$ cat src/core/ledfs_map.svh
// Register offsets, field positions, reset values and timing for the LED select block
`ifndef LEDFS_MAP_SVH
`define LEDFS_MAP_SVH

// ==========================================================================
// Register byte offsets
`define LEDFS_OFF_CTRL_FIRST 12'h000
`define LEDFS_OFF_CTRL_SECOND 12'h004

// ==========================================================================
// Field positions
`define LEDFS_BIT_UNSTRETCHED 15
`define LEDFS_BIT_STRETCH_EN 7
`define LEDFS_BIT_TX_ACT_EN 4
`define LEDFS_BIT_RX_POL_EN 3
`define LEDFS_BIT_RX_ACT_EN 2
`define LEDFS_BIT_JABBER_EN 1
`define LEDFS_BIT_COLL_EN 0
`define LEDFS_WRITABLE_MASK 8'h9f

// ==========================================================================
// Reset values of the writable low byte
`define LEDFS_RST_CTRL_FIRST 8'h88
`define LEDFS_RST_CTRL_SECOND 8'h90

// ==========================================================================
// Stretch timing
`define LEDFS_STRETCH_NS 100000000
`define LEDFS_CLK_PERIOD_NS 10
`define LEDFS_STRETCH_CYCLES (`LEDFS_STRETCH_NS / `LEDFS_CLK_PERIOD_NS)

`endif

$ cat src/core/ledfs_pkg.sv
// Types shared by the LED select block
package ledfs_pkg;
    typedef logic [4:0] ledfs_event_t;
    typedef logic [7:0] ledfs_ctrl_t;
    typedef enum logic [1:0] {
        LEDFS_IDLE = 2'b01,
        LEDFS_HOLD = 2'b10
    } ledfs_stretch_e;
endpackage

$ cat src/core/ledfs_top.sv
// LED function select: two programmable LED outputs behind an APB slave
//
// Functional notes
// - Each LED output is the OR of all events enabled in its control register.
// - First LED register resets to receive polarity plus stretching; fully writable.
// - Second LED register resets to transmit activity plus stretching; fully writable.
// - Bit 15 reads the live unstretched OR; writes to it are ignored.
// - Bits 14:8 and 6:5 read zero; software writes zero there.
// - Bit 7 set stretches each rising edge of the enabled-event OR; clear follows unstretched state.
// - Bit 4 adds transmit activity to the LED's events.
// - Bit 3 lights the LED while receive polarity is correct.
// - Bits 2, 1, 0 enable receive activity, jabber and collision events.
//
// Design decisions made here: the APB slave port and the placing of the registers.
`include "ledfs_map.svh"

module ledfs_top
    import ledfs_pkg::*;
#(
    parameter int STRETCH_CYCLES = `LEDFS_STRETCH_CYCLES
) (
    input wire logic i_clk,
    input wire logic i_nrst,
    // APB slave
    input wire logic i_psel,
    input wire logic i_penable,
    input wire logic i_pwrite,
    input wire logic [11:0] i_paddr,
    input wire logic [31:0] i_pwdata,
    input wire logic [3:0] i_pstrb,
    output logic [31:0] o_prdata,
    output logic o_pready,
    output logic o_pslverr,
    // Event sources, active high levels
    input wire logic i_tx_activity,
    input wire logic i_rx_polarity_ok,
    input wire logic i_rx_activity,
    input wire logic i_jabber,
    input wire logic i_collision,
    // LED outputs, active high
    output logic o_first_led_output,
    output logic o_second_led_output
);
    // ======================================================================
    // Register decode helpers
    function automatic logic [1:0] ledfs_sel(input logic [11:0] addr);
        ledfs_sel = {addr == `LEDFS_OFF_CTRL_SECOND, addr == `LEDFS_OFF_CTRL_FIRST};
    endfunction

    function automatic logic ledfs_hit(input ledfs_ctrl_t ctrl, input ledfs_event_t ev);
        // Bit order follows the register: tx, pol, rx, jab, col
        ledfs_hit = |(ctrl[4:0] & ev);
    endfunction

    // ======================================================================
    // Control registers
    ledfs_ctrl_t ctrl_q [2];
    ledfs_ctrl_t ctrl_d [2];
    logic [31:0] rdata_q, rdata_d;
    logic ready_q, ready_d;
    logic slverr_q, slverr_d;
    logic [1:0] sel;
    logic setup;
    ledfs_event_t events;
    logic [1:0] live;
    logic [1:0] live_q;
    logic [1:0] live_d;
    logic [1:0] led_out;

    assign sel = ledfs_sel(i_paddr);
    assign setup = i_psel && !i_penable;
    assign events = {i_tx_activity, i_rx_polarity_ok, i_rx_activity, i_jabber, i_collision};

    always_comb begin
        ctrl_d[0] = ctrl_q[0];
        ctrl_d[1] = ctrl_q[1];
        rdata_d = rdata_q;
        ready_d = 1'b0;
        slverr_d = 1'b0;
        // No wait states: answer registered in the setup cycle, ready in the first access cycle
        if (setup) begin
            ready_d = 1'b1;
            slverr_d = ~|sel;
            rdata_d = 32'h0000_0000;
            if (!i_pwrite) begin
                for (int k = 0; k < 2; k++) begin
                    if (sel[k]) begin
                        // Reserved bits come back zero
                        rdata_d[`LEDFS_BIT_UNSTRETCHED] = live[k];
                        rdata_d[7:0] = ctrl_q[k] & `LEDFS_WRITABLE_MASK;
                    end
                end
            end
        end
        // Write takes effect at the completing edge; bit 15 and reserved dropped
        if (i_psel && i_penable && ready_q && i_pwrite && i_pstrb[0]) begin
            for (int k = 0; k < 2; k++) begin
                if (sel[k]) begin
                    ctrl_d[k] = i_pwdata[7:0] & `LEDFS_WRITABLE_MASK;
                end
            end
        end
    end

    always_ff @(posedge i_clk) begin
        if (!i_nrst) begin
            ctrl_q[0] <= `LEDFS_RST_CTRL_FIRST;
            ctrl_q[1] <= `LEDFS_RST_CTRL_SECOND;
            rdata_q <= 32'h0000_0000;
            ready_q <= 1'b0;
            slverr_q <= 1'b0;
        end else begin
            ctrl_q[0] <= ctrl_d[0];
            ctrl_q[1] <= ctrl_d[1];
            rdata_q <= rdata_d;
            ready_q <= ready_d;
            slverr_q <= slverr_d;
        end
    end

    assign o_prdata = rdata_q;
    assign o_pready = ready_q;
    assign o_pslverr = slverr_q;

    // ======================================================================
    // Per-output event OR and stretching
    always_comb begin
        live_d = live_q;
        for (int k = 0; k < 2; k++) begin
            live[k] = ledfs_hit(ctrl_q[k], events);
            live_d[k] = live[k];
        end
    end

    always_ff @(posedge i_clk) begin
        if (!i_nrst) begin
            live_q <= 2'b00;
        end else begin
            live_q <= live_d;
        end
    end

    genvar g;
    generate
        for (g = 0; g < 2; g++) begin : g_led
            // Rising edge of the OR restarts the stretch window
            ledfs_stretch #(
                .STRETCH_CYCLES(STRETCH_CYCLES)
            ) u_stretch (
                .i_clk(i_clk),
                .i_nrst(i_nrst),
                .i_enable(ctrl_q[g][`LEDFS_BIT_STRETCH_EN]),
                .i_level(live[g]),
                .i_rise(live[g] && !live_q[g]),
                .o_led(led_out[g])
            );
        end
    endgenerate

    // Stretcher output is a flop; off-stretch it equals the registered OR
    assign o_first_led_output = led_out[0];
    assign o_second_led_output = led_out[1];
endmodule

$ cat src/core/ledfs_stretch.sv
// Pulse stretcher for one LED output
module ledfs_stretch
    import ledfs_pkg::*;
#(
    parameter int STRETCH_CYCLES = 10
) (
    input wire logic i_clk,
    input wire logic i_nrst,
    input wire logic i_enable,
    input wire logic i_level,
    input wire logic i_rise,
    output logic o_led
);
    localparam int CW = $clog2(STRETCH_CYCLES + 1);

    ledfs_stretch_e state_q, state_d;
    logic [CW-1:0] cnt_q, cnt_d;
    logic led_q, led_d;

    always_comb begin
        state_d = state_q;
        cnt_d = cnt_q;
        unique case (state_q)
            LEDFS_IDLE: begin
                if (i_enable && i_rise) begin
                    state_d = LEDFS_HOLD;
                    cnt_d = CW'(STRETCH_CYCLES - 1);
                end
            end
            LEDFS_HOLD: begin
                // Restart on every new rising edge
                if (!i_enable) begin
                    state_d = LEDFS_IDLE;
                end else if (i_rise) begin
                    cnt_d = CW'(STRETCH_CYCLES - 1);
                end else if (cnt_q == '0) begin
                    state_d = LEDFS_IDLE;
                end else begin
                    cnt_d = cnt_q - CW'(1);
                end
            end
            default: begin
                state_d = LEDFS_IDLE;
            end
        endcase
        // Stretched view keeps the live level too, so long events stay lit
        led_d = i_level || (i_enable && state_d == LEDFS_HOLD);
    end

    always_ff @(posedge i_clk) begin
        if (!i_nrst) begin
            state_q <= LEDFS_IDLE;
            cnt_q <= '0;
            led_q <= 1'b0;
        end else begin
            state_q <= state_d;
            cnt_q <= cnt_d;
            led_q <= led_d;
        end
    end

    assign o_led = led_q;
endmodule

$ cat config.mk
export PLATFORM = sky130hd
export DESIGN_NAME = ledfs_top
export DESIGN_NICKNAME = d
export VERILOG_FILES = /design/src/core/ledfs_pkg.sv /design/src/core/ledfs_top.sv /design/src/core/ledfs_stretch.sv
export VERILOG_INCLUDE_DIRS = /design/src /design/src/core
export SDC_FILE = /design/constraint.sdc
export NUM_CORES = 1
export LEC_CHECK = 0
export ABC_AREA = 0
export BUFFER_PORTS_ARGS = -buffer_cell sky130_fd_sc_hd__buf_2
export CAP_MARGIN = 20
export CORE_ASPECT_RATIO = 1.5
export CORE_UTILIZATION = 55
export CTS_CLUSTER_SIZE = 12
export DETAILED_ROUTE_END_ITERATION = 10
export PLACE_DENSITY = 0.8
export SYNTH_ARGS = -nofsm -noshare
export SYNTH_HDL_FRONTEND = slang
export SYNTH_HIERARCHICAL = 1
export SYNTH_SLANG_ARGS = --single-unit
$ cat constraint.sdc
create_clock -name i_clk -period 2.95 [get_ports i_clk]
set_input_delay 0.1475 -clock i_clk [delete_from_list [all_inputs] [get_ports i_clk]]
set_output_delay 0.1475 -clock i_clk [all_outputs]
set_load 0.02 [all_outputs]
==> metrics.md, run 1 <==
| Metric | Value |
|---|---|
| Worst r2r path cells | `7` |
| Design internal power | `2.37 mW` |
| Post-layout net count | `611` |
| Post-detailed-placement half-perimeter wirelength | `7.02 mm` |
| Net Sw Frac | `37.6%` |
| Critical path buffer and inverter count | `0` |
| RR Endpoint | `g_led[0].u_stretch/cnt_q[12]` |
| Number of H-tree branching levels | `3` |
| Antenna viol nets, final | `0` |
| Worst setup timing slack at the placement stage | `237 ps` |
| Critical Path Fanout Max | `11` |
| Run status | `finished, final reports clean` |
| Worst Slack Setup Final | `229 ps` |
| Sequential area share after synthesis | `35.3%` |
| Routed via count divided by cell count | `6.06` |
| Global-route total usage across every layer | `25.3%` |
| Maximum root-to-sink buffer count | `2` |
| Setup CP Type | `reg -> reg` |
| Area of the core | `7660 um2` |
| Syn Area/Cell | `8.54 um2` |
| Utilization after layout | `63.1%` |
| Total Power | `3.80 mW` |
| Beginning of the worst hold path | `i_pwdata[4]` |
| Cell variety after synth | `77` |
| Clk slew on worst S/H paths | `60 ps` |
| Number of antenna violations at the first check in global routing | `0` |
| Reg2Reg Launch Point | `ctrl_q[0][2]` |
| Worst path top cell family by delay | `compound AO/OA/AOI/OAI gates` |
| Number of instances in the synthesized netlist | `511` |
| Max-capacitance violation count | `0` |
| Proportion of power drawn by flip-flops and latches | `36.5%` |
| Floorplan row count | `39` |
| Layout cells sized above 1 | `17.4%` |
| 1st-pass router iterations | `5` |
| Placed cell area | `4540 um2` |
| Final period utilization | `92.2%` |
| I/O pin total | `94` |
| DRC errors left | `0` |
| Maximum number of pins on one net before global-route repair | `29` |
| Effective utilization at floorplan | `56.9%` |
| Fraction of power consumed by the clock network | `28.3%` |
| Worst-margin pin slew | `920 ps` |
| Post-route setup TNS | `0 ps` |
| Post-DR wirelength/cell | `15.0 um` |
| Area of the die | `8300 um2` |
| Sequential standard cell area | `1540 um2` |
| Number of global-route vias before repair | `3690` |
| Data arrival time of the critical path | `3000 ps` |
| Flop and latch count out of synthesis | `77` |
| Master cell of the clock root buffer | `sky130_fd_sc_hd__clkbuf_16` |
| Input/output buffers | `39` |
| Type of destination of the critical path | `register` |
| Leakage power total | `1.89 nW` |
| Total wire length after detailed routing | `9.81 mm` |
| Class of the worst hold path | `in -> reg` |
| Routability congestion estimate | `0.856` |
| Count of antenna diodes in the layout | `0` |
| Fillers | `666` |
| Placed cells | `638` |
| Worst-case vdd ir drop | `448 uV` |
| Clock Latency Late Sink | `340 ps` |
| Synthesized area | `4360 um2` |
| Overflow left after global routing | `0` |
| Endpoints failing setup | `0` |
| Worst hold-check slack | `79.1 ps` |
| Worst setup slack for register-to-register paths | `230 ps` |
| Count of vias placed by the detailed router | `3964` |
| Synthesis-to-layout area growth | `10.8%` |
| Fin crit period | `2720 ps` |
| Highest achievable clock rate | `368 MHz` |
| Slowest stage delay, CP | `510 ps` |
| Summed area of non-filler cells in the final layout | `4840 um2` |
| Area of the multi-input gates | `2570 um2` |
| Slew Viols, Final | `0` |
| Synth async-reset ratio | `0%` |
| Cell Pwr Density | `787 nW/um2` |
| Unrepaired setup endpoints after global routing | `false` |
| Worst hold endpoint | `ctrl_q[0][4]` |
| Vert. Die Dim | `111 um` |
| Relative slew margins | `38.4%` |
| Sink count of the clock tree | `77` |
| CTS tree | `built` |
| Most frequently used flop master after synthesis | `sky130_fd_sc_hd__dfxtp_1` |
| Part of the power in combinational logic | `35.2%` |
| Number of clock buffers inserted by TritonCTS | `9` |
| Number of warnings issued by yosys | `6` |
| Hold buffer count at CTS | `0` |
| Post-synth EDFFs | `0` |
| Starting DRC count in detailed routing | `209` |
| Req. time, crit path | `3230 ps` |
| Non-filler instance count after layout | `654` |
| Hold Path Stages | `3` |
| Slowest-stage cell, CP | `sky130_fd_sc_hd__or3b_2` |
| Buffers inserted during post-CTS setup optimization | `0` |
| Worst-path cell chain | `a222oi_1, a21oi_1, or3b_2, nor4_1, a31oi_1, a41oi_1, o21a_1` |
| Gates resized, CTS repair | `0` |
| Fin Clk Skew | `7.85 ps` |
| Kind of start point of the critical path | `register` |
| Number of endpoints with negative hold slack in the final report | `0` |
| Horiz. Die Dim | `74.7 um` |
| Net load switching power | `1.43 mW` |
| Global-route wire length before repair | `16.5 mm` |
-- worst register-to-register path: stages (launching register included) --
cell                       delay [ps]
sky130_fd_sc_hd__dfxtp_1          330
sky130_fd_sc_hd__a222oi_1         480
sky130_fd_sc_hd__a21oi_1          310
sky130_fd_sc_hd__or3b_2           510
sky130_fd_sc_hd__nor4_1           180
sky130_fd_sc_hd__a31oi_1          360
sky130_fd_sc_hd__a41oi_1          360
sky130_fd_sc_hd__o21a_1           140
-- per-layer routing --
layer / track usage (%) / share of wire, % / vias to the layer above
li1: - / - / 1953
met2: 42.3 / 52 / 116
met4: 13.2 / 2.7 / 0
met1: 28.7 / 41 / 1869
met5: 0 / 0 / -
met3: 6.27 / 4.4 / 26
-- cell families after synthesis --
logic type	synth area share (%)
AO/OA/AOI/OAI	21.6
XOR/XNOR	1.00
adder cells (fa/ha/maj)	1.72
buffers and inverters	7.71
flip-flops	35.3
multiplexers	2.98
other	0.0860
AND/OR/NAND/NOR	29.5
-- worst max-delay path by stage --
stage / slack, ps / depth (start not counted) / endpoint / from
floorplan: 690 / 9 / g_led[0].u_stretch/cnt_q[5] / ctrl_q[0][0]
global placement: 270 / 7 / g_led[0].u_stretch/cnt_q[12] / ctrl_q[0][0]
CTS: 240 / 6 / g_led[0].u_stretch/cnt_q[10] / ctrl_q[0][2]
detailed placement: 240 / 7 / g_led[0].u_stretch/cnt_q[12] / ctrl_q[0][2]
finish: 230 / 7 / g_led[0].u_stretch/cnt_q[12] / ctrl_q[0][2]
global route: 7 / 6 / g_led[0].u_stretch/cnt_q[10] / ctrl_q[0][0]
-- synth_stat cells, types with 5 or more instances --
cell	number	area share, %
sky130_fd_sc_hd__nand4_1	13	1.9
sky130_fd_sc_hd__nand3b_1	5	0.86
sky130_fd_sc_hd__a311oi_1	17	3.4
sky130_fd_sc_hd__nor4_1	5	0.72
sky130_fd_sc_hd__clkbuf_1	10	0.86
sky130_fd_sc_hd__nor3_1	19	2.2
sky130_fd_sc_hd__nand2_1	42	3.6
sky130_fd_sc_hd__ha_1	6	1.7
sky130_fd_sc_hd__nand2b_1	7	1.0
sky130_fd_sc_hd__a21oi_1	34	3.9
sky130_fd_sc_hd__a31oi_1	7	1.0
sky130_fd_sc_hd__dfxtp_1	77	35
sky130_fd_sc_hd__nor2_1	46	4.0
sky130_fd_sc_hd__o31ai_1	14	2.4
sky130_fd_sc_hd__inv_1	11	0.95
sky130_fd_sc_hd__mux2i_1	13	3.0
sky130_fd_sc_hd__o21ai_0	16	1.8
sky130_fd_sc_hd__buf_4	27	4.6
sky130_fd_sc_hd__o211ai_1	10	1.7
sky130_fd_sc_hd__buf_2	7	0.80
sky130_fd_sc_hd__or4_1	12	2.1
sky130_fd_sc_hd__o21a_1	7	1.2
sky130_fd_sc_hd__a2bb2oi_1	6	1.2
sky130_fd_sc_hd__nand3_1	13	1.5
sky130_fd_sc_hd__or3_1	7	1.0
-- power by group through the flow --
stage	registers, mW	logic (mW)	clock network [mW]
after global placement	1.39	1.28	0
after CTS	1.38	1.33	1.10
after floorplan	1.37	1.06	0
after detailed placement	1.40	1.32	0
after global routing	1.41	1.50	1.15
final	1.39	1.34	1.08
-- area by class of cell --
type	instances	area share [%]
clock buffers	9	4.66
repair buffers	47	5.28
well taps	102	2.64
clock inverters	7	1.37
inverters	12	0.931
flip-flops and latches	77	31.9
multi-input cells	400	53.2
-- state kept, by name, indices dropped and copies added, names as in the netlist --
name                     cells
g_led.u_stretch/cnt_q       48
ctrl_q                      12
o_prdata                     7
g_led.u_stretch/state_q      4
g_led.u_stretch/o_led        2
live_q                       2
o_pready                     1
o_pslverr                    1
-- cells in the final DEF (no fill, tap or decap), types with 14 or more instances in the layout --
cell type                   n
sky130_fd_sc_hd__o21ai_0   16
sky130_fd_sc_hd__conb_1    25
sky130_fd_sc_hd__dfxtp_1   77
sky130_fd_sc_hd__nor3_1    19
sky130_fd_sc_hd__o31ai_1   14
sky130_fd_sc_hd__nor2_1    46
sky130_fd_sc_hd__a21oi_1   34
sky130_fd_sc_hd__a311oi_1  17
sky130_fd_sc_hd__buf_2     39
sky130_fd_sc_hd__nand2_1   42
Power figures use the tool's default switching activity.
==> inputs of run 2 (changes only) <==
ABC_AREA = 1   (was 0)
CORE_UTILIZATION = 57   (was 55)
PLACE_DENSITY = 0.81   (was 0.8)
==> metrics.md, run 2 <==
| Metric | Value |
|---|---|
| Top reg by flops | `g_led.u_stretch/cnt_q` |
| Net load switching power | `1.89 mW (+32%)` |
| Setup CP Type | `reg -> reg` |
| Fillers | `823 (+24%)` |
| Highest achievable clock rate | `423 MHz (+15%)` |
| Slowest stage delay, CP | `370 ps (-140 ps)` |
| Cell variety after synth | `35 (-55%)` |
| Global-route total usage across every layer | `28.4% (+3.0 points)` |
| Commonest non-fill, non-tap cells in the layout | `193 x sky130_fd_sc_hd__nand2_1, 105 x sky130_fd_sc_hd__nor2_1, 77 x sky130_fd_sc_hd__nand3_1, 77 x sky130_fd_sc_hd__dfxtp_1, 74 x sky130_fd_sc_hd__inv_1` |
| Fraction of power consumed by the clock network | `23.6% (-4.7 points)` |
| Slowest-stage cell, CP | `sky130_fd_sc_hd__dfxtp_1` |
| Kind of start point of the critical path | `register` |
| Antenna viol nets, final | `0 (unchanged)` |
| Synthesis-to-layout area growth | `6.87%` |
| Worst setup slack for register-to-register paths | `590 ps (+360 ps)` |
| Effective utilization at floorplan | `59.3% (+2.4 points)` |
| Sequential area share after synthesis | `29.1% (-6.2 points)` |
| Routed via count divided by cell count | `5.51 (-9.0%)` |
| Vert. Die Dim | `120 um (+8.1%)` |
| Input/output buffers | `39 (unchanged)` |
| Post-route setup TNS | `0 ps (unchanged)` |
| DRC errors left | `0 (unchanged)` |
| Worst r2r path cells | `16 (+9)` |
| Hold Path Stages | `3 (unchanged)` |
| Top post-synthesis cells by count | `193 x sky130_fd_sc_hd__nand2_1, 105 x sky130_fd_sc_hd__nor2_1, 77 x sky130_fd_sc_hd__dfxtp_1, 77 x sky130_fd_sc_hd__nand3_1, 74 x sky130_fd_sc_hd__inv_1` |
| Number of global-route vias before repair | `4958 (+34%)` |
| Design internal power | `2.37 mW (about the same)` |
| Synth async-reset ratio | `0% (unchanged)` |
| Hold buffer count at CTS | `0 (unchanged)` |
| Data arrival time of the critical path | `2630 ps (-370 ps)` |
| Count of antenna diodes in the layout | `0 (unchanged)` |
| Post-DR wirelength/cell | `13.5 um (-9.8%)` |
| Area leader, netlist | `sky130_fd_sc_hd__dfxtp_1` |
| Critical path buffer and inverter count | `4 (+4)` |
| 1st-pass router iterations | `5 (unchanged)` |
| Most common cell in the netlist | `sky130_fd_sc_hd__nand2_1` |
| Master cell of the clock root buffer | `sky130_fd_sc_hd__clkbuf_16` |
| Fin crit period | `2360 ps (-359 ps)` |
| Fin Clk Skew | `5.80 ps (-2.05 ps)` |
| Worst path top cell family by delay | `simple AND/OR/NAND/NOR gates` |
| Post-synth EDFFs | `0 (unchanged)` |
| Routability congestion estimate | `0.911 (+6.5%)` |
| Req. time, crit path | `3220 ps (about the same)` |
| Number of endpoints with negative hold slack in the final report | `0 (unchanged)` |
| Post-detailed-placement half-perimeter wirelength | `9.25 mm (+32%)` |
| Post-layout net count | `897 (+47%)` |
| Worst-path cell chain | `nand2_1, nand2_1, inv_1, nand3_1, inv_1, nor2_1, inv_1, nand3_1, nor2_1, nand3_2, nand2_2, nand2_4, nand2_4, inv_2, nand2_1, a21oi_2` |
| Synthesized area | `5300 um2 (+21%)` |
| Area of the core | `8930 um2 (+17%)` |
| Maximum number of pins on one net before global-route repair | `22 (-24%)` |
| I/O pin total | `94 (unchanged)` |
| Number of clock buffers inserted by TritonCTS | `9 (unchanged)` |
| Proportion of power drawn by flip-flops and latches | `31.8% (-4.7 points)` |
| Final period utilization | `80.1% (-12 points)` |
| Endpoints failing setup | `0 (unchanged)` |
| Worst hold-check slack | `35.8 ps (-43.3 ps)` |
| Global-route wire length before repair | `21.6 mm (+31%)` |
| Total wire length after detailed routing | `12.8 mm (+31%)` |
| Top area cells in the synthesized netlist | `sky130_fd_sc_hd__dfxtp_1 29%, sky130_fd_sc_hd__nand2_1 14%, sky130_fd_sc_hd__nor2_1 7.4%, sky130_fd_sc_hd__nand3_1 7.3%, sky130_fd_sc_hd__a21oi_2 6.6%` |
| Number of antenna violations at the first check in global routing | `0 (unchanged)` |
| Unrepaired setup endpoints after global routing | `false` |
| Clock Latency Late Sink | `340 ps (about the same)` |
| Slew Viols, Final | `0 (unchanged)` |
| Syn Area/Cell | `6.62 um2 (-22%)` |
| Starting DRC count in detailed routing | `227 (+8.6%)` |
| CTS tree | `built` |
| Logic depth of the worst path, buffers included | `16 (+9)` |
| Leakage power total | `2.53 nW (+34%)` |
| Net Sw Frac | `44.4% (+6.8 points)` |
| Worst Slack Setup Final | `588 ps (+359 ps)` |
| Worst-case vdd ir drop | `475 uV (+6.1%)` |
| Cell Pwr Density | `753 nW/um2 (-4.3%)` |
| Most frequently used flop master after synthesis | `sky130_fd_sc_hd__dfxtp_1` |
| Worst setup timing slack at the placement stage | `628 ps (+391 ps)` |
| Floorplan row count | `42 (+7.7%)` |
| Flop and latch count out of synthesis | `77 (unchanged)` |
| Number of warnings issued by yosys | `6 (unchanged)` |
| Max-capacitance violation count | `0 (unchanged)` |
| Layout cells sized above 1 | `21.9% (+4.5 points)` |
| Maximum root-to-sink buffer count | `2 (unchanged)` |
| Overflow left after global routing | `0 (unchanged)` |
| Share of the synthesized area in the top cell type | `29.1% (-6.2 points)` |
| Horiz. Die Dim | `80.7 um (+8.0%)` |
| Sink count of the clock tree | `77 (unchanged)` |
| Run status | `finished, final reports clean` |
| Most frequent standard cell in the layout excluding fill and tap cells | `sky130_fd_sc_hd__nand2_1` |
| Clk slew on worst S/H paths | `60 ps (about the same)` |
| Number of instances in the synthesized netlist | `800 (+57%)` |
| Buffers inserted during post-CTS setup optimization | `0 (unchanged)` |
| Area of the die | `9690 um2 (+17%)` |
| Critical Path Fanout Max | `21 (+10)` |
| Part of the power in combinational logic | `44.6% (+9.4 points)` |
| Gates resized, CTS repair | `0 (unchanged)` |
| Count of vias placed by the detailed router | `5221 (+32%)` |
| Flip-flop count of the largest register after layout | `48 (unchanged)` |
| Class of the worst hold path | `in -> reg` |
| Type of destination of the critical path | `register` |
| Number of H-tree branching levels | `3 (unchanged)` |
run 2: changes by cell type after synthesis, moves of 11 or more:
cell and delta:
sky130_fd_sc_hd__nor2_2 +15, sky130_fd_sc_hd__nand2_2 +34, sky130_fd_sc_hd__a21oi_1 -19, sky130_fd_sc_hd__nor2_1 +59, sky130_fd_sc_hd__o31ai_1 -14, sky130_fd_sc_hd__or4_1 -12
sky130_fd_sc_hd__nor3_1 -11, sky130_fd_sc_hd__mux2i_1 -13, sky130_fd_sc_hd__a21oi_2 +40, sky130_fd_sc_hd__nand4_1 +28, sky130_fd_sc_hd__inv_1 +63, sky130_fd_sc_hd__a311oi_1 -17
sky130_fd_sc_hd__nand3_1 +64, sky130_fd_sc_hd__nand2_1 +151
run 2: path summary, 6_finish.rpt:
path,startpoint,to
min reg2reg,o_prdata[15],o_prdata[15]
max,ctrl_q[0][2],g_led[0].u_stretch/cnt_q[5]
max reg2reg,ctrl_q[0][2],g_led[0].u_stretch/cnt_q[5]
min,i_pwdata[7],ctrl_q[0][7]
run 2: kinds of logic (layout without fill, tap and decap cells):
| kind of cell | count (synthesis) | count (layout) | synth area share, % |
|---|---|---|---|
| simple gates | 511 | 511 | 45.7 |
| buf+inv | 128 | 141 | 12.7 |
| compound gates | 77 | 77 | 11.0 |
| flops | 77 | 77 | 29.1 |
| fa+ha+maj | 6 | 6 | 1.42 |
| other cells | 1 | 25 | 0.0708 |
run 2: stage by stage:
| step | instance area [um2] | util [%] | total power, mW | std cells |
|---|---|---|---|---|
| global placement | 5400 | 60.4 | 3.17 | 932 |
| global route | 5660 | 63.4 | 4.58 | 947 |
| detailed placement | 5400 | 60.4 | 3.25 | 932 |
| floorplan | 5390 | - | 2.96 | 824 |
| finish | 5660 | 63.4 | 4.26 | 947 |
| CTS | 5660 | 63.4 | 4.26 | 947 |
run 2: power by group through the flow:
stage / clock (mW) / sequential, mW / combinational (mW)
floorplan: 0 / 1.34 / 1.62
global placement: 0 / 1.37 / 1.81
detailed placement: 0 / 1.37 / 1.87
CTS: 1.03 / 1.35 / 1.88
global route: 1.06 / 1.38 / 2.14
finish: 1.01 / 1.35 / 1.90
run 2: cell type report:
| type | instances | area (um2) | share of cell area [%] |
|---|---|---|---|
| clock inverters | 6 | 40.0 | 0.707 |
| multi-input cells | 619 | 3170 | 56.1 |
| inverters | 81 | 304 | 5.37 |
| repair buffers | 45 | 240 | 4.24 |
| flip-flops and latches | 77 | 1540 | 27.2 |
| well taps | 110 | 138 | 2.43 |
| clock buffers | 9 | 225 | 3.98 |
run 2: worst min-delay path, cell delays in order:
cell	delay, ps
sky130_fd_sc_hd__buf_2	90
sky130_fd_sc_hd__nand2_1	40
sky130_fd_sc_hd__nand3_1	60
run 2: per-layer routing:
metal	wire length, um	GRT usage [%]	vias to the layer above
li1	-	-	2603
met1	5210	31.4	2419
met2	6590	50.3	158
met3	562	5.25	41
met4	438	14.4	0
met5	0	0	-
==> inputs of run 3 (changes only) <==
clock period = 2.2 ns   (was 2.95 ns; I/O delays follow)
==> metrics.md, run 3 (synthesized netlist as in run 2, its figures left out) <==
| Metric | Value |
|---|---|
| Clk slew on worst S/H paths | `60 ps (about the same)` |
| Highest achievable clock rate | `487 MHz (+15%)` |
| Total Power | `5.97 mW (+40%)` |
| Post-layout net count | `905 (+0.89%)` |
| Effective utilization at floorplan | `59.3% (unchanged)` |
| Global-route wire length before repair | `22.1 mm (+2.4%)` |
| Vert. Die Dim | `120 um (unchanged)` |
| Synthesis-to-layout area growth | `9.14%` |
| Number of H-tree branching levels | `3 (unchanged)` |
| Data arrival time of the critical path | `2320 ps (-310 ps)` |
| Kind of start point of the critical path | `register` |
| Fillers | `815 (-0.97%)` |
| Starting DRC count in detailed routing | `286 (+26%)` |
| Master cell of the clock root buffer | `sky130_fd_sc_hd__clkbuf_16` |
| Post-DR wirelength/cell | `14.0 um (+3.4%)` |
| Maximum root-to-sink buffer count | `2 (unchanged)` |
| Post-route setup TNS | `0 ps (unchanged)` |
| Horiz. Die Dim | `80.7 um (unchanged)` |
| Setup CP Type | `reg -> reg` |
| Most frequent standard cell in the layout excluding fill and tap cells | `sky130_fd_sc_hd__nand2_1` |
| Number of global-route vias before repair | `4995 (+0.75%)` |
| Cell Pwr Density | `1030 nW/um2 (+37%)` |
| Commonest non-fill, non-tap cells in the layout | `193 x sky130_fd_sc_hd__nand2_1, 105 x sky130_fd_sc_hd__nor2_1, 77 x sky130_fd_sc_hd__nand3_1, 77 x sky130_fd_sc_hd__dfxtp_1, 74 x sky130_fd_sc_hd__inv_1` |
| Unrepaired setup endpoints after global routing | `false` |
| Req. time, crit path | `2470 ps (-750 ps)` |
| Relative slew margins | `65.9%` |
| Summed area of non-filler cells in the final layout | `5780 um2 (+2.1%)` |
| Worst-margin pin slew | `508 ps` |
| Count of antenna diodes in the layout | `0 (unchanged)` |
| Class of the worst hold path | `in -> reg` |
| Endpoints failing setup | `0 (unchanged)` |
| Run status | `finished, final reports clean` |
| Overflow left after global routing | `0 (unchanged)` |
| Leakage power total | `2.58 nW (+1.9%)` |
| Max-capacitance violation count | `0 (unchanged)` |
| Global-route total usage across every layer | `29.1% (+0.75 points)` |
| Critical Path Fanout Max | `10 (-52%)` |
| Buffers inserted during post-CTS setup optimization | `0 (unchanged)` |
| Flip-flop count of the largest register after layout | `48 (unchanged)` |
| 1st-pass router iterations | `5 (unchanged)` |
| I/O pin total | `94 (unchanged)` |
| Routability congestion estimate | `0.941 (+3.4%)` |
| Sequential standard cell area | `1540 um2 (unchanged)` |
| DRC errors left | `0 (unchanged)` |
| Layout cells sized above 1 | `22.3% (+0.48 points)` |
| Antenna viol nets, final | `0 (unchanged)` |
| Number of antenna violations at the first check in global routing | `0 (unchanged)` |
| CTS tree | `built` |
| Input/output buffers | `39 (unchanged)` |
| Count of vias placed by the detailed router | `5249 (+0.54%)` |
| Type of destination of the critical path | `register` |
| Worst-case vdd ir drop | `788 uV (+66%)` |
| Total wire length after detailed routing | `13.4 mm (+4.4%)` |
| Placed cell area | `5440 um2 (+0.83%)` |
| Number of clock buffers inserted by TritonCTS | `9 (unchanged)` |
| Fin Clk Skew | `6.20 ps (+0.402 ps)` |
| Slew Viols, Final | `0 (unchanged)` |
| Post-detailed-placement half-perimeter wirelength | `9.55 mm (+3.2%)` |
| Top reg by flops | `g_led.u_stretch/cnt_q` |
| Maximum number of pins on one net before global-route repair | `22 (unchanged)` |
| Number of endpoints with negative hold slack in the final report | `0 (unchanged)` |
| Final period utilization | `93.3% (+13 points)` |
| Floorplan row count | `42 (unchanged)` |
| Area of the core | `8930 um2 (unchanged)` |
| Clock Latency Late Sink | `340 ps (about the same)` |
| Sink count of the clock tree | `77 (unchanged)` |
| Area of the multi-input gates | `3170 um2 (unchanged)` |
| Area of the die | `9690 um2 (unchanged)` |
| Routed via count divided by cell count | `5.49 (-0.41%)` |
| Fin crit period | `2050 ps (-309 ps)` |
-- run 3: changes by cell type in the layout (fill, tap and decap cells not counted), sizes merged --
cell / before / now
buf: 45 / 51
dlygate4sd3: 0 / 2
bufinv: 0 / 1
clkbuf: 9 / 10
clkinv: 5 / 3
clkinvlp: 1 / 2
-- run 3: worst paths after layout --
path,cells after the start,from,slack (ps),to
hold reg to reg,2,o_prdata[3],470,o_prdata[3]
setup reg to reg,11,g_led[1].u_stretch/cnt_q[0],150,g_led[1].u_stretch/cnt_q[6]
setup / recovery,11,g_led[1].u_stretch/cnt_q[0],150,g_led[1].u_stretch/cnt_q[6]
hold / removal,3,i_pwdata[4],6,ctrl_q[0][12]
-- run 3: power breakdown --
| group | internal (mW) | total [mW] | leakage (nW) | switching (mW) |
|---|---|---|---|---|
| combinational | 0.890 | 2.64 | 1.81 | 1.75 |
| sequential | 1.58 | 1.82 | 0.629 | 0.238 |
| clock | 0.887 | 1.51 | 0.139 | 0.620 |
-- run 3: repair_timing --
| item | CTS | global route |
|---|---|---|
| hold buffers | 2 | 0 |
| resized for setup | 0 | 8 |
| setup endpoints to repair | 0 | 22 |
| endpoints found under the hold margin | 2 | 0 |
-- run 3: worst max-delay path: stages, from the launching register on --
cell and delay [ps]:
sky130_fd_sc_hd__dfxtp_1 330, sky130_fd_sc_hd__inv_1 80, sky130_fd_sc_hd__ha_1 270, sky130_fd_sc_hd__nand2_2 150
sky130_fd_sc_hd__nor2_4 220, sky130_fd_sc_hd__nand3_2 120, sky130_fd_sc_hd__nand2_2 90, sky130_fd_sc_hd__nand2_4 100
sky130_fd_sc_hd__nand2_4 140, sky130_fd_sc_hd__buf_4 200, sky130_fd_sc_hd__nand2_1 100, sky130_fd_sc_hd__a21oi_2 170
-- run 3: per-stage QoR --
| step | cells | hold WS [ps] | setup WS, ps | utilization (%) |
|---|---|---|---|---|
| 2_1_floorplan | 824 | 179 | 487 | - |
| 3_3_place_gp | 938 | 342 | 226 | 60.9 |
| 3_5_place_dp | 938 | 351 | 142 | 60.9 |
| 4_1_cts | 956 | 1.90 | 103 | 64.5 |
| 5_1_grt | 956 | 24.4 | 7.39 | 64.7 |
| 6_report | 956 | 6.46 | 147 | 64.7 |
-- run 3: area by class of cell --
type / count / area share [%]
Clock buffer: 10 / 3.96
Clock inverter: 6 / 1.23
Inverter: 81 / 5.39
Multi-Input combinational cell: 619 / 54.9
Sequential cell: 77 / 26.7
Tap cell: 110 / 2.38
Timing Repair Buffer: 53 / 5.50
-- run 3: routing by layer --
metal | share of wire, % | vias up | global-route usage (%)
li1 | - | 2624 | -
met1 | 39 | 2429 | 31.8
met2 | 53 | 159 | 51.5
met3 | 4.4 | 37 | 3.88
met4 | 3.7 | 0 | 18.3
met5 | 0 | - | 0
